### config.mk
export PLATFORM = sky130hd
export DESIGN_NAME = rsc_top
export DESIGN_NICKNAME = d
export VERILOG_FILES = /design/src/verilog/rsc_pkg.sv /design/src/verilog/rsc_seq_if.sv /design/src/verilog/rsc_sequencer.sv /design/src/verilog/rsc_top.sv
export SDC_FILE = /design/constraint.sdc
export NUM_CORES = 1
export LEC_CHECK = 0
export BUFFER_PORTS_ARGS = -buffer_cell sky130_fd_sc_hd__buf_2
export CELL_PAD_IN_SITES_DETAIL_PLACEMENT = 0
export CELL_PAD_IN_SITES_GLOBAL_PLACEMENT = 2
export CORE_ASPECT_RATIO = 1.4
export CORE_MARGIN = 3
export CORE_UTILIZATION = 30
export DETAILED_ROUTE_END_ITERATION = 10
export GPL_ROUTABILITY_DRIVEN = 0
export HOLD_SLACK_MARGIN = 0.03
export PLACE_DENSITY_LB_ADDON = 0.15
export SKIP_LAST_GASP = 1
export SYNTH_ARGS = -nofsm -noshare
export SYNTH_HDL_FRONTEND = slang
export SYNTH_HIERARCHICAL = 1
export SYNTH_SLANG_ARGS = --single-unit
### constraint.sdc
create_clock -name clock -period 3.6 [get_ports clock]
set_input_delay 0.72 -clock clock [delete_from_list [all_inputs] [get_ports clock]]
set_output_delay 0.72 -clock clock [all_outputs]
set_load 0.005 [all_outputs]
### src/verilog/rsc_pkg.sv
`default_nettype none
package rsc_pkg;
   // ==========================================================
   // timing
   localparam int CLK_PERIOD_NS  = 50;
   localparam int REF_MIN_NS     = 277000;
   localparam int REF_TYP_NS     = 544000;
   localparam int REF_MAX_NS     = 1075000;
   localparam int REF_MIN_CYCLES = (REF_MIN_NS + CLK_PERIOD_NS - 1) / CLK_PERIOD_NS;
   localparam int REF_TYP_CYCLES = REF_TYP_NS / CLK_PERIOD_NS;
   localparam int REF_MAX_CYCLES = REF_MAX_NS / CLK_PERIOD_NS;
   localparam int PIN_LOW_MIN_NS = 2000;
   localparam int PIN_LOW_CYCLES = (PIN_LOW_MIN_NS + CLK_PERIOD_NS - 1) / CLK_PERIOD_NS;
   localparam logic [2:0] WDT_HOLD_CYCLES = 3'h4;
   localparam int CNT_W = 21;

   // ==========================================================
   // addresses and fields
   localparam logic [15:0] VEC_LO_ADDR = 16'h0000;
   localparam logic [15:0] VEC_HI_ADDR = 16'h0001;
   localparam logic [15:0] CAUSE_ADDR  = 16'hff54;
   localparam logic [15:0] PERIPH_BASE = 16'h0100;
   localparam int CAUSE_WDT_BIT = 4;
   localparam int CAUSE_LVI_BIT = 0;
   localparam logic [1:0] RESP_OKAY   = 2'b00;
   localparam logic [1:0] RESP_SLVERR = 2'b10;

   // ==========================================================
   // peripheral reset table
   localparam int NREG = 22;
   localparam int IDX_PSW        = 0;
   localparam int IDX_PORT_LATCH = 1;
   localparam int IDX_PORT_DIR   = 2;
   localparam int IDX_CPU_CLK    = 4;
   localparam int IDX_IRQ_MASK   = 11;
   localparam int IDX_VOLT_CTRL  = 17;
   localparam int IDX_VOLT_LEVEL = 18;
   localparam int IDX_FLASH_PROT = 19;

   typedef enum logic [1:0] {
      RSC_ALL       = 2'b00,
      RSC_KEEP_LVI  = 2'b01,
      RSC_UNDEFINED = 2'b10
   } rsc_kind_e;

   // psw, latch, dir, pullup, cpu_clk, presc, slow_osc, cmp_a, cmp_b, tmode,
   // irq_req, irq_mask, edge, fl_status, fl_cmd, fl_addr_cmp, fl_wbuf,
   // volt_ctrl, volt_level, fl_protect, fl_mode, fl_ptr
   localparam logic [7:0] REG_RST [NREG] = '{
      8'h02, 8'h00, 8'hff, 8'h00, 8'h02, 8'h02, 8'h00, 8'h00, 8'h00, 8'h00,
      8'h00, 8'hff, 8'h00, 8'h00, 8'h00, 8'h00, 8'h00,
      8'h00, 8'h00, 8'h00, 8'h00, 8'h00};
   localparam rsc_kind_e REG_KIND [NREG] = '{
      RSC_ALL, RSC_ALL, RSC_ALL, RSC_ALL, RSC_ALL, RSC_ALL, RSC_ALL, RSC_ALL,
      RSC_ALL, RSC_ALL, RSC_ALL, RSC_ALL, RSC_ALL, RSC_ALL, RSC_ALL, RSC_ALL,
      RSC_ALL, RSC_KEEP_LVI, RSC_KEEP_LVI, RSC_UNDEFINED, RSC_UNDEFINED,
      RSC_UNDEFINED};

   typedef enum logic [2:0] {
      RSC_SQ_RESET    = 3'b000,
      RSC_SQ_WAIT     = 3'b001,
      RSC_SQ_FETCH_LO = 3'b010,
      RSC_SQ_FETCH_HI = 3'b011,
      RSC_SQ_LOAD     = 3'b100,
      RSC_SQ_RUN      = 3'b101
   } rsc_seq_e;
endpackage
`default_nettype wire

### src/verilog/rsc_seq_if.sv
`default_nettype none
interface rsc_seq_if;
   logic        int_reset;
   logic        cpu_halt;
   logic [15:0] pc;
   logic        pc_valid;
   logic [15:0] mem_addr;
   logic        mem_rd;
   logic [7:0]  mem_rdata;

   modport ctrl (output int_reset, mem_rdata,
                 input  cpu_halt, pc, pc_valid, mem_addr, mem_rd);
   modport seq  (input  int_reset, mem_rdata,
                 output cpu_halt, pc, pc_valid, mem_addr, mem_rd);
endinterface
`default_nettype wire

### src/verilog/rsc_sequencer.sv
`default_nettype none
module rsc_sequencer
   import rsc_pkg::*;
#(
   parameter int REF_CYCLES = REF_TYP_CYCLES
) (
   input wire logic clock,
   input wire logic rst,
   rsc_seq_if.seq   sq
);
   rsc_seq_e         state_q;
   logic [CNT_W-1:0] cnt_q;
   logic [7:0]       lo_q;
   logic [15:0]      pc_q;
   logic             pc_valid_q;
   logic [15:0]      addr_q;
   logic             rd_q;
   logic             halt_q;

   // ==========================================================
   // state
   always_ff @(posedge clock) begin
      if (rst || sq.int_reset) begin
         state_q <= RSC_SQ_RESET;
      end else begin
         case (state_q)
            RSC_SQ_RESET:    state_q <= RSC_SQ_WAIT;
            RSC_SQ_WAIT: begin
               if (cnt_q == CNT_W'(REF_CYCLES - 1)) begin
                  state_q <= RSC_SQ_FETCH_LO;
               end
            end
            RSC_SQ_FETCH_LO: state_q <= RSC_SQ_FETCH_HI;
            RSC_SQ_FETCH_HI: state_q <= RSC_SQ_LOAD;
            RSC_SQ_LOAD:     state_q <= RSC_SQ_RUN;
            RSC_SQ_RUN:      state_q <= RSC_SQ_RUN;
            default:         state_q <= RSC_SQ_RESET;
         endcase
      end
   end

   always_ff @(posedge clock) begin
      if (state_q != RSC_SQ_WAIT) begin
         cnt_q <= '0;
      end else begin
         cnt_q <= cnt_q + CNT_W'(1);
      end
   end

   // ==========================================================
   // vector fetch, one cycle read latency
   always_ff @(posedge clock) begin
      if (rst) begin
         addr_q <= VEC_LO_ADDR;
         rd_q   <= 1'b0;
      end else begin
         rd_q   <= (state_q == RSC_SQ_FETCH_LO) || (state_q == RSC_SQ_FETCH_HI);
         addr_q <= (state_q == RSC_SQ_FETCH_HI) ? VEC_HI_ADDR : VEC_LO_ADDR;
      end
   end

   always_ff @(posedge clock) begin
      if (rst) begin
         lo_q       <= 8'h00;
         pc_q       <= 16'h0000;
         pc_valid_q <= 1'b0;
      end else begin
         if (state_q == RSC_SQ_FETCH_HI) begin
            lo_q <= sq.mem_rdata;
         end
         if (state_q == RSC_SQ_LOAD) begin
            pc_q <= {sq.mem_rdata, lo_q};
         end
         // pc is the only thing not trustworthy until the load
         pc_valid_q <= !sq.int_reset && ((state_q == RSC_SQ_LOAD) || pc_valid_q);
      end
   end

   always_ff @(posedge clock) begin
      if (rst || sq.int_reset) begin
         halt_q <= 1'b1;
      end else begin
         halt_q <= (state_q != RSC_SQ_LOAD) && (state_q != RSC_SQ_RUN);
      end
   end

   assign sq.cpu_halt = halt_q;
   assign sq.pc       = pc_q;
   assign sq.pc_valid = pc_valid_q;
   assign sq.mem_addr = addr_q;
   assign sq.mem_rd   = rd_q;
endmodule
`default_nettype wire

### src/verilog/rsc_top.sv
`default_nettype none
module rsc_top
   import rsc_pkg::*;
#(
   parameter int REF_CYCLES = REF_TYP_CYCLES
) (
   input  wire logic              clock,
   input  wire logic              rst,
   input  wire logic              reset_pin_n,
   input  wire logic              watchdog_overflow,
   input  wire logic              power_on_clear,
   input  wire logic              low_voltage_detector,
   output logic                   int_reset_q,
   output logic                   wdt_timer_reset_q,
   output logic                   cpu_halt_q,
   output logic [15:0]            pc_q,
   output logic                   pc_valid_q,
   output logic [15:0]            mem_addr_q,
   output logic                   mem_rd_q,
   input  wire logic [7:0]        mem_rdata,
   output logic [NREG*8-1:0]      periph_q,
   input  wire logic [15:0]       s_axi_awaddr,
   input  wire logic              s_axi_awvalid,
   output logic                   s_axi_awready,
   input  wire logic [31:0]       s_axi_wdata,
   input  wire logic [3:0]        s_axi_wstrb,
   input  wire logic              s_axi_wvalid,
   output logic                   s_axi_wready,
   output logic [1:0]             s_axi_bresp,
   output logic                   s_axi_bvalid,
   input  wire logic              s_axi_bready,
   input  wire logic [15:0]       s_axi_araddr,
   input  wire logic              s_axi_arvalid,
   output logic                   s_axi_arready,
   output logic [31:0]            s_axi_rdata,
   output logic [1:0]             s_axi_rresp,
   output logic                   s_axi_rvalid,
   input  wire logic              s_axi_rready
);
   rsc_seq_if sq ();

   // ==========================================================
   // source merge
   logic [2:0] wdt_hold_q;
   logic       hard_src;
   logic       any_src;
   logic       hard_q;

   // watchdog request is a pulse; stretch it so the release comes by itself
   always_ff @(posedge clock) begin
      if (rst) begin
         wdt_hold_q <= 3'h0;
      end else if (watchdog_overflow) begin
         wdt_hold_q <= WDT_HOLD_CYCLES;
      end else if (wdt_hold_q != 3'h0) begin
         wdt_hold_q <= wdt_hold_q - 3'h1;
      end
   end

   // pin is taken as a level; its 2 us minimum low time is the driver's job
   assign hard_src = !reset_pin_n || power_on_clear || watchdog_overflow
                     || (wdt_hold_q != 3'h0);
   assign any_src  = hard_src || low_voltage_detector;

   always_ff @(posedge clock) begin
      if (rst) begin
         int_reset_q <= 1'b1;
         hard_q      <= 1'b1;
      end else begin
         int_reset_q <= any_src;
         hard_q      <= hard_src;
      end
   end

   always_ff @(posedge clock) begin
      if (rst) begin
         wdt_timer_reset_q <= 1'b1;
      end else begin
         wdt_timer_reset_q <= any_src;
      end
   end

   assign sq.int_reset = int_reset_q;
   assign sq.mem_rdata = mem_rdata;
   assign cpu_halt_q   = sq.cpu_halt;
   assign pc_q         = sq.pc;
   assign pc_valid_q   = sq.pc_valid;
   assign mem_addr_q   = sq.mem_addr;
   assign mem_rd_q     = sq.mem_rd;

   rsc_sequencer #(
      .REF_CYCLES (REF_CYCLES)
   ) u_seq (
      .clock (clock),
      .rst   (rst),
      .sq    (sq)
   );

   // ==========================================================
   // register bus
   logic        aw_held_q;
   logic        w_held_q;
   logic [15:0] awaddr_q;
   logic [7:0]  wbyte_q;
   logic        wlane_q;
   logic        bvalid_q;
   logic [1:0]  bresp_q;
   logic        arready_q;
   logic        rvalid_q;
   logic [31:0] rdata_q;
   logic [1:0]  rresp_q;
   logic        rd_cause_q;
   logic        wr_fire;
   logic        ar_fire;
   logic        rd_clear;
   logic        wr_hit;
   logic [4:0]  wr_idx;
   logic        rd_hit;
   logic [4:0]  rd_idx;
   logic [7:0]  regs_q [NREG];
   logic [1:0]  cause_q;
   logic        awready_q;
   logic        wready_q;

   function automatic logic decode(input logic [15:0] a, output logic [4:0] idx);
      logic [15:0] off;
      off = a - PERIPH_BASE;
      idx = off[6:2];
      return (a >= PERIPH_BASE) && (off[15:2] < 14'(NREG)) && (a[1:0] == 2'b00);
   endfunction

   assign wr_fire = aw_held_q && w_held_q && !bvalid_q;
   assign ar_fire = s_axi_arvalid && arready_q;

   always_comb begin
      wr_idx = 5'h00;
      rd_idx = 5'h00;
      wr_hit = decode(awaddr_q, wr_idx);
      rd_hit = decode(s_axi_araddr, rd_idx);
   end

   // address and data may come in either order; both wait for the response
   always_ff @(posedge clock) begin
      if (rst) begin
         aw_held_q <= 1'b0;
         w_held_q  <= 1'b0;
         awaddr_q  <= 16'h0000;
         wbyte_q   <= 8'h00;
         wlane_q   <= 1'b0;
      end else begin
         if (s_axi_awvalid && !aw_held_q) begin
            aw_held_q <= 1'b1;
            awaddr_q  <= s_axi_awaddr;
         end else if (wr_fire) begin
            aw_held_q <= 1'b0;
         end
         if (s_axi_wvalid && !w_held_q) begin
            w_held_q <= 1'b1;
            wbyte_q  <= s_axi_wdata[7:0];
            wlane_q  <= s_axi_wstrb[0];
         end else if (wr_fire) begin
            w_held_q <= 1'b0;
         end
      end
   end

   // ready kept in its own flop so the port is a register
   always_ff @(posedge clock) begin
      if (rst) begin
         awready_q <= 1'b1;
         wready_q  <= 1'b1;
      end else begin
         awready_q <= aw_held_q ? wr_fire : !s_axi_awvalid;
         wready_q  <= w_held_q ? wr_fire : !s_axi_wvalid;
      end
   end

   assign s_axi_awready = awready_q;
   assign s_axi_wready  = wready_q;

   always_ff @(posedge clock) begin
      if (rst) begin
         bvalid_q <= 1'b0;
         bresp_q  <= RESP_OKAY;
      end else if (wr_fire) begin
         bvalid_q <= 1'b1;
         bresp_q  <= wr_hit ? RESP_OKAY : RESP_SLVERR;
      end else if (s_axi_bready) begin
         bvalid_q <= 1'b0;
      end
   end

   assign s_axi_bvalid = bvalid_q;
   assign s_axi_bresp  = bresp_q;

   always_ff @(posedge clock) begin
      if (rst) begin
         arready_q  <= 1'b1;
         rvalid_q   <= 1'b0;
         rdata_q    <= 32'h0000_0000;
         rresp_q    <= RESP_OKAY;
         rd_cause_q <= 1'b0;
      end else if (ar_fire) begin
         arready_q  <= 1'b0;
         rvalid_q   <= 1'b1;
         rd_cause_q <= (s_axi_araddr == CAUSE_ADDR);
         if (s_axi_araddr == CAUSE_ADDR) begin
            rdata_q <= 32'h0000_0000;
            rdata_q[CAUSE_WDT_BIT] <= cause_q[1];
            rdata_q[CAUSE_LVI_BIT] <= cause_q[0];
            rresp_q <= RESP_OKAY;
         end else if (rd_hit) begin
            rdata_q <= {24'h00_0000, regs_q[rd_idx]};
            rresp_q <= RESP_OKAY;
         end else begin
            rdata_q <= 32'h0000_0000;
            rresp_q <= RESP_SLVERR;
         end
      end else if (rvalid_q && s_axi_rready) begin
         arready_q <= 1'b1;
         rvalid_q  <= 1'b0;
      end
   end

   assign s_axi_arready = arready_q;
   assign s_axi_rvalid  = rvalid_q;
   assign s_axi_rdata   = rdata_q;
   assign s_axi_rresp   = rresp_q;

   // ==========================================================
   // reset cause flags: [1] watchdog, [0] undervoltage
   assign rd_clear = ar_fire && (s_axi_araddr == CAUSE_ADDR);

   // a set in the same cycle as the read clear survives
   always_ff @(posedge clock) begin
      if (rst || !reset_pin_n || power_on_clear) begin
         cause_q <= 2'b00;
      end else begin
         cause_q[1] <= watchdog_overflow || (cause_q[1] && !rd_clear);
         cause_q[0] <= low_voltage_detector || (cause_q[0] && !rd_clear);
      end
   end

   // ==========================================================
   // peripheral reset values; cpu writes blocked while held
   // ram and general registers are elsewhere and are never touched here
   genvar g;
   for (g = 0; g < NREG; g++) begin : g_reg
      always_ff @(posedge clock) begin
         if (rst) begin
            regs_q[g] <= REG_RST[g];
         end else if (int_reset_q && (REG_KIND[g] == RSC_ALL)) begin
            regs_q[g] <= REG_RST[g];
         end else if (int_reset_q && hard_q && (REG_KIND[g] == RSC_KEEP_LVI)) begin
            regs_q[g] <= REG_RST[g];
         end else if (wr_fire && wr_hit && wlane_q && !int_reset_q && (wr_idx == 5'(g))) begin
            regs_q[g] <= wbyte_q;
         end
      end
      assign periph_q[g*8 +: 8] = regs_q[g];
   end

   // halted cycles since the internal reset fell
   logic [CNT_W-1:0] held_cnt_q;

   always_ff @(posedge clock) begin
      if (rst || int_reset_q) begin
         held_cnt_q <= '0;
      end else if (cpu_halt_q) begin
         held_cnt_q <= held_cnt_q + CNT_W'(1);
      end
   end
endmodule
`default_nettype wire

Word-level counts from Yosys, hierarchy flattened
Memories as Yosys holds them, arrays and structs flattened. Cells that the tools add are included.

Multiplexer cells: 155. Equality and inequality tests: 32. Reduce and logical (&&, ||, !) cells: 72. Add/subtract/negate cells: 4. Bitwise gates (word level): 41. Order comparisons: 4.

Operators by type and width (number): 8-bit 2-to-1 mux (43); 1-bit 2-to-1 mux (105); 1-bit logical AND (41); 1-bit bitwise OR (41); 5-bit by 4-bit equality test with 1-bit output (second input constant) (8); 16-bit by 9-bit greater-or-equal comparator with 1-bit output (second input constant) (2); 16-bit by 9-bit subtractor with 16-bit output (second input constant) (2); 5-bit equality test (second input constant) (6); 14-bit by 5-bit less-than comparator with 1-bit output (second input constant) (2); 21-bit by 1-bit adder with 21-bit output (second input constant) (1); 21-bit by 14-bit equality test with 1-bit output (second input constant) (1); 5-bit by 3-bit equality test with 1-bit output (second input constant) (4); 16-bit equality test (second input constant) (1); 3-bit one-hot mux with 5 select lines (1); 1-bit logical OR (11); 5-bit by 2-bit equality test with 1-bit output (second input constant) (2); 2-bit nonzero test (5); 3-bit 2-to-1 mux (3); 1-bit logical NOT (8); 3-bit by 2-bit equality test with 1-bit output (second input constant) (2); 3-bit equality test (second input constant) (2); 2-bit 2-to-1 mux (3); 3-bit inequality test (second input constant) (2); 5-bit by 1-bit equality test with 1-bit output (second input constant) (1); 9 further kinds (11).

Memories kept: 1. Register bits: 142. Input bits: 87. Bits in writable memories: 176. Word-level logic and storage cells: 335. Output and inout bits: 254.

Memory list: regs_q (words 22, bits a word 8, read ports 23, clocked after Yosys merged registers in 0, wr ports 22, line rsc_top.sv:120) `logic [7:0] regs_q [NREG];`.

Longest topological paths before layout
Gate-level depths: netlist of the first run.

Depth after elaboration: 13. Gate-level depth with buffers: 8. Mapped depth without buffers: 7.

Cells and area by module
Netlist of the first run, hierarchy kept.

Modules (own cells, without submodules): rsc_top (area an instance 10187.3 um2, seq. area each 6266.0 um2, times used 1, cells each 845); rsc_sequencer (area an instance 2112.0 um2, seq. area each 1041.0 um2, times used 1, cells each 240).

Worst setup path before layout of the first run
Ideal clock, no wire load.

Kind: flip-flop to flip-flop. Start: reg awaddr_q[4]. End: mem regs_q[16][0] (enable). Data required time: 3.216 ns. Cell stages (with the launch flop): 9. Buffers on the path: 3. Data arrival time: 2.308 ns. Slack: 0.908 ns. Period minus slack after synthesis: 2.692 ns. Setup time: 0.384 ns. Cell sequence: dfxtp_1 clkbuf_1 a21o_1 a211o_1 nor4_4 nand2b_1 buf_2 buf_2 o21ai_0.

RTL lines: start: declaration (line rsc_top.sv:103) `logic [15:0] awaddr_q;`; start signal: assignment (line rsc_top.sv:153) `awaddr_q <= s_axi_awaddr;`; end: declaration (line rsc_top.sv:120).

==> impl_metrics.yaml, run 1 <==
setup_path:
  setup.worst_path.class: "reg -> reg"
  crit_path_start_kind: "flip-flop"
  worstPathCellList: "or3_1 -> a211o_1 -> nor4_4 -> nand2_1 -> buf_4 -> o21ai_0 -> buf_4"
  path_common_cell: "buf_4"
  path_max_fanout: 31
  crit_slowest_cell: "nor4_4"
  worstPathBufferInverterCount: 2
  end_kind: "flip-flop"
  cp_top_family: "simple AND/OR/NAND/NOR gates"
  max_stage_delay_ns: 0.49
  crit_required_ns: 3.85
  worstPathArrival_ns: 3.05
die:
  start_util_pct: 30.5
  die_h_um: 246
  dieArea_mm2: 0.0435
  rows: 87
  core-area_mm2: 0.0404
  die_w_um: 177
  io_pins: 341
sta:
  relSlewSlack_pct: 34.2
  tns_ns: 0
  rsz0062_at_grt: "false"
  max_freq_mhz: 357
  worst_clock_skew_ns: 0.0179
  worst_pin_slew_ns: 0.984
  min_period_ns: 2.80
  finalSetupViolCount: 0
  finalHoldViolCount: 0
  period_share_pct: 77.9
  slew_violations: 0
  fin_ws_ns: 0.795
clock_tree:
  cts_post_setup_buffers_inserted: 0
  cts_made_buffers: 29
  clock-sinks: 277
  clkTransAtPathRegs_ns: 0.06
  h-tree-depth: 1
  cts-root-buf: "clkbuf_16"
  tritoncts: "yes"
  cts_resized: 0
  cts_hold_buf: 0
  clk_path_buf_depth: 3
  clk-insertion-delay-late_ns: 0.55
synthesis:
  ys_seq_area_share_pct: 59.4
  synthFlopType: "edfxtp_1"
  synth_top_area_share_pct: 43.0
  netlist_area_mm2: 0.0123
  async_reset_ff_share_pct: 0
  ys_warn_count: 6
  netlist_instances: 1085
  synth.avg_cell_area_um2: 11.3
  synth_edf_count: 176
  yosys-top-cells-area: "edfxtp_1, dfxtp_1, mux4_2, nor2_1, nand2_1"
  ys_ff_latch: 277
  synthDistinctLibCells: 62
  yosysTopAreaCell: "edfxtp_1"
final_layout:
  final_cell_mix: "buf_2, nor2_1, edfxtp_1"
  mostFrequentLayoutCell: "buf_2"
  fin_nets: 1450
  utilization_pct: 37.3
  antenna_cells: 0
  drive_gt1_share_pct: 31.0
  finalNonFillerCells: 1915
  area_growth_pct: 22.6
pwr:
  leakagePower_nw: 6.21
  peakVddDrop_uv: 286
  p_per_area_mw_per_mm2: 451
routing:
  post_drt_wl_per_cell_um: 21.7
  via_count: 9075
  drc_errors: 0
  routed_wl_um: 41500
  drt-initial-drc-count: 672
  via_per_inst: 4.74
  drt_first_pass_iters: 5
  drt.antenna.violating_nets: 0
global_routing:
  grt_pass1_vias: 9191
  antenna_found_initial: 0
  grt_util_all_layers_pct: 18.7
  grt-ovfl-total: 0
  grt_max_degree: 47
  grt_pass1_wl_um: 60200
hold_path:
  hp-class: "in -> reg"
placement:
  placed_cells: 1862
  place_hpwl_um: 30500
  dpl_worst_slack_ns: 0.806
  port_buffers: 272
job:
  cap_violations: 0
run_status:
  status: "finished, final reports clean"
## layer usage
layer / wire length (um) / global-route usage [%] / up-vias
met5: 0 / 0 / -
met4: 1240 / 6.10 / 0
met3: 2660 / 3.24 / 57
met2: 21200 / 33.5 / 321
met1: 16400 / 22.6 / 4402
li1: - / - / 4295
## metrics by stage
stage	hold slack, ns	instance area (um2)	total power, mW
floorplan	0.414	12400	3.75
global placement	0.424	14200	3.91
detailed placement	0.431	14200	3.91
CTS	0.347	15100	6.88
global route	0.364	15100	7.05
finish	0.385	15100	6.80
## area by class of cell
type / instances / area [um2]
clock buffer: 38 / 759
sequential: 277 / 7310
multi-input combinational: 729 / 4470
timing repair buffer: 313 / 1690
inverter: 9 / 33.8
fill: 4126 / 25300
tap: 534 / 668
clock inverter: 15 / 154
## sequential cells by signal, indices dropped and copies added (netlist names), 8 cells and up
register and flops:
u_seq/lo_q 8, regs_q 176, u_seq/sq.pc 16, awaddr_q 16
wbyte_q 8, s_axi_rdata 8, u_seq/cnt_q 21
## cells in the mapped netlist, types with 12 or more instances
| cell | instances |
|---|---|
| o21ai_0 | 22 |
| and3_1 | 12 |
| xor2_1 | 13 |
| nand2_1 | 148 |
| or3_1 | 26 |
| clkbuf_1 | 37 |
| mux2i_1 | 23 |
| edfxtp_1 | 176 |
| buf_4 | 46 |
| nor2_1 | 198 |
| mux4_2 | 38 |
| buf_2 | 17 |
| mux2_2 | 14 |
| and2_1 | 14 |
| a21oi_1 | 63 |
| dfxtp_1 | 101 |
## kinds of logic after synthesis
| family | count (synthesis) | share of synthesized area, % |
|---|---|---|
| xor+xnor | 16 | 1.14 |
| simple gates | 473 | 17.7 |
| mux | 75 | 10.1 |
| fa+ha+maj | 4 | 0.407 |
| other cells | 2 | 0.0611 |
| buf+inv | 118 | 5.49 |
| compound gates | 120 | 5.73 |
| flops | 277 | 59.4 |
## path summary, 6_finish.rpt
kind | start | end | slack (ns) | depth (start not counted)
setup / recovery | awaddr_q[12]$_SDFFE_PP0P_ | regs_q[6][3]$_SDFFCE_PN0P_ | 0.80 | 7
hold / removal | low_voltage_detector | wdt_timer_reset_q$_SDFF_PP1_ | 0.39 | 2
setup reg to reg | awaddr_q[12]$_SDFFE_PP0P_ | regs_q[6][3]$_SDFFCE_PN0P_ | 0.80 | 7
hold reg to reg | u_seq/cnt_q[0]$_SDFF_PP0_ | u_seq/cnt_q[0]$_SDFF_PP0_ | 0.45 | 1
## power by group
| group | internal [mW] | switching, mW | leakage, nW |
|---|---|---|---|
| Clock | 1.70 | 1.26 | 0.446 |
| Sequential | 3.40 | 0.0685 | 2.85 |
| Combinational | 0.147 | 0.221 | 2.92 |
No activity file was read; power rests on OpenSTA's default activity.
==> inputs of run 2 (changes only) <==
Clock period 3.6 ns to 2.5 ns, I/O delays scaled along.
==> run 2 against run 1 <==
Register-to-register slack lost 0.69 ns. Critical endpoint is now regs_q[4][1]$_SDFFCE_PN1P_. Non-clock buffer count grew 33. Worst hold slack lost 0.23 ns. Via count grew 2.1%. Worst setup slack lost 0.69 ns. Clock skew shrank 0.0096 ns. Wire length grew 2.9%. Maximum frequency grew 17%. Highest routed layer unchanged. Critical path depth grew 1. Final cell count grew 1.7%.
==> impl_metrics.yaml, run 2 (same netlist as run 1, synthesis figures left out) <==
sta:
  worst_clock_skew_ns: 0.00822
  min_period_ns: 2.39
  tns_ns: 0
  rsz0062_at_grt: "true"
  period_share_pct: 95.8
  finalSetupViolCount: 0
  slew_violations: 0
  fin_ws_ns: 0.106
  relSlewSlack_pct: 34.5
  max_freq_mhz: 418
  worst_pin_slew_ns: 0.980
  finalHoldViolCount: 0
die:
  core-area_mm2: 0.0404
  start_util_pct: 30.5
  io_pins: 341
  die_w_um: 177
  rows: 87
  dieArea_mm2: 0.0435
  die_h_um: 246
setup_path:
  setup.worst_path.class: "reg -> reg"
  rrSetupSlack_ns: 0.11
  crit_required_ns: 2.76
  path_max_fanout: 18
  rr_endpoint: "regs_q[4][1]$_SDFFCE_PN1P_"
  r2r-start: "awaddr_q[12]$_SDFFE_PP0P_"
  crit_path_start_kind: "flip-flop"
  r2r_cells: 8
  end_kind: "flip-flop"
  worstPathArrival_ns: 2.66
global_routing:
  grt_pass1_wl_um: 62100
  grt_pass1_vias: 9554
  grt-ovfl-total: 0
  grt_util_all_layers_pct: 19.3
  grt_max_degree: 47
  antenna_found_initial: 0
clock_tree:
  h-tree-depth: 1
  cts_hold_buf: 0
  clk_path_buf_depth: 3
  clk-insertion-delay-late_ns: 0.56
  clkTransAtPathRegs_ns: 0.06
  cts-root-buf: "clkbuf_16"
  tritoncts: "yes"
  clock-sinks: 277
  cts_made_buffers: 29
placement:
  port_buffers: 272
  placed_cells: 1894
  dpl_worst_slack_ns: 0.0190
  placed_area_mm2: 0.0145
  place_hpwl_um: 32300
routing:
  routed_wl_um: 42700
  via_per_inst: 4.76
  drt-initial-drc-count: 540
  post_drt_wl_per_cell_um: 21.9
  via_count: 9265
  drt.antenna.violating_nets: 0
  drc_errors: 0
  drt_first_pass_iters: 5
final_layout:
  antenna_cells: 0
  drive_gt1_share_pct: 32.9
  finalNonFillerCells: 1948
  largestRegisters: "regs_q x176, u_seq/cnt_q x21"
  multi_input_area_mm2: 0.00448
  register_area_mm2: 0.00731
  fin_area_mm2: 0.0154
  final_cell_mix: "buf_2, nor2_1, edfxtp_1"
  nFillCells: 4112
  largest_reg_flops: 176
  top_register: "regs_q"
  fin_nets: 1483
  area_growth_pct: 25.1
  mostFrequentLayoutCell: "buf_2"
pwr:
  p_per_area_mw_per_mm2: 631
  leakagePower_nw: 6.38
  peakVddDrop_uv: 449
hold_path:
  hold_path_depth: 2
  worstHoldStart: "low_voltage_detector"
  hold_end: "wdt_timer_reset_q$_SDFF_PP1_"
  hp-class: "in -> reg"
run_status:
  status: "finished, final reports clean"
job:
  cap_violations: 0
run 2: per-layer routing:
layer | share of wire (%) | global-route usage (%)
met2 | 51 | 34.1
met4 | 3.4 | 6.66
met3 | 7.0 | 4.20
met1 | 39 | 23.2
met5 | 0 | 0
run 2: worst max-delay path by stage:
stage / start / end / slack (ns) / cells after the start
3_3_place_gp: awaddr_q[12]$_SDFFE_PP0P_ / regs_q[0][5]$_SDFFCE_PN0P_ / 0.03 / 8
3_5_place_dp: awaddr_q[12]$_SDFFE_PP0P_ / regs_q[4][2]$_SDFFCE_PN0P_ / 0.02 / 8
2_1_floorplan: awaddr_q[4]$_SDFFE_PP0P_ / regs_q[10][0]$_SDFFCE_PN0P_ / -0.16 / 7
4_1_cts: awaddr_q[12]$_SDFFE_PP0P_ / regs_q[4][2]$_SDFFCE_PN0P_ / 0.007 / 8
5_1_grt: awaddr_q[12]$_SDFFE_PP0P_ / regs_q[4][1]$_SDFFCE_PN1P_ / -0.04 / 8
6_report: awaddr_q[12]$_SDFFE_PP0P_ / regs_q[4][1]$_SDFFCE_PN1P_ / 0.11 / 8
run 2: report_power, final:
group          switching (mW)  leakage, nW  internal, mW
clock network            1.83        0.426          2.32
logic                   0.335         3.10         0.238
registers              0.0903         2.85          4.89
run 2: worst max-delay path: stages (launching register included):
cell	delay [ns]
dfxtp_1	0.30
or3_1	0.37
a211o_1	0.30
nor4_4	0.29
buf_6	0.19
nand2b_4	0.12
buf_12	0.18
o21ai_1	0.13
buf_4	0.20
run 2: stage by stage:
| stage | hold WS, ns | total power [mW] | utilization [%] |
|---|---|---|---|
| after floorplan | 0.414 | 5.40 | - |
| after global placement | 0.425 | 5.66 | 35.8 |
| after detailed placement | 0.435 | 5.67 | 35.8 |
| after CTS | 0.121 | 9.82 | 38.0 |
| after global routing | 0.135 | 10.1 | 38.1 |
| final | 0.157 | 9.70 | 38.1 |
run 2: final cells by class:
| cell class | instances | share of cell area, % |
|---|---|---|
| Clock buffer | 34 | 4.84 |
| Sequential cell | 277 | 47.5 |
| Inverter | 9 | 0.220 |
| Multi-Input combinational cell | 729 | 29.1 |
| Clock inverter | 19 | 0.919 |
| Timing Repair Buffer | 346 | 13.1 |
| Tap cell | 534 | 4.34 |
run 2: repair_timing:
item	in CTS	in global routing
endpoints found under the setup margin	0	119
buffers inserted	0	1
resized for setup	0	6
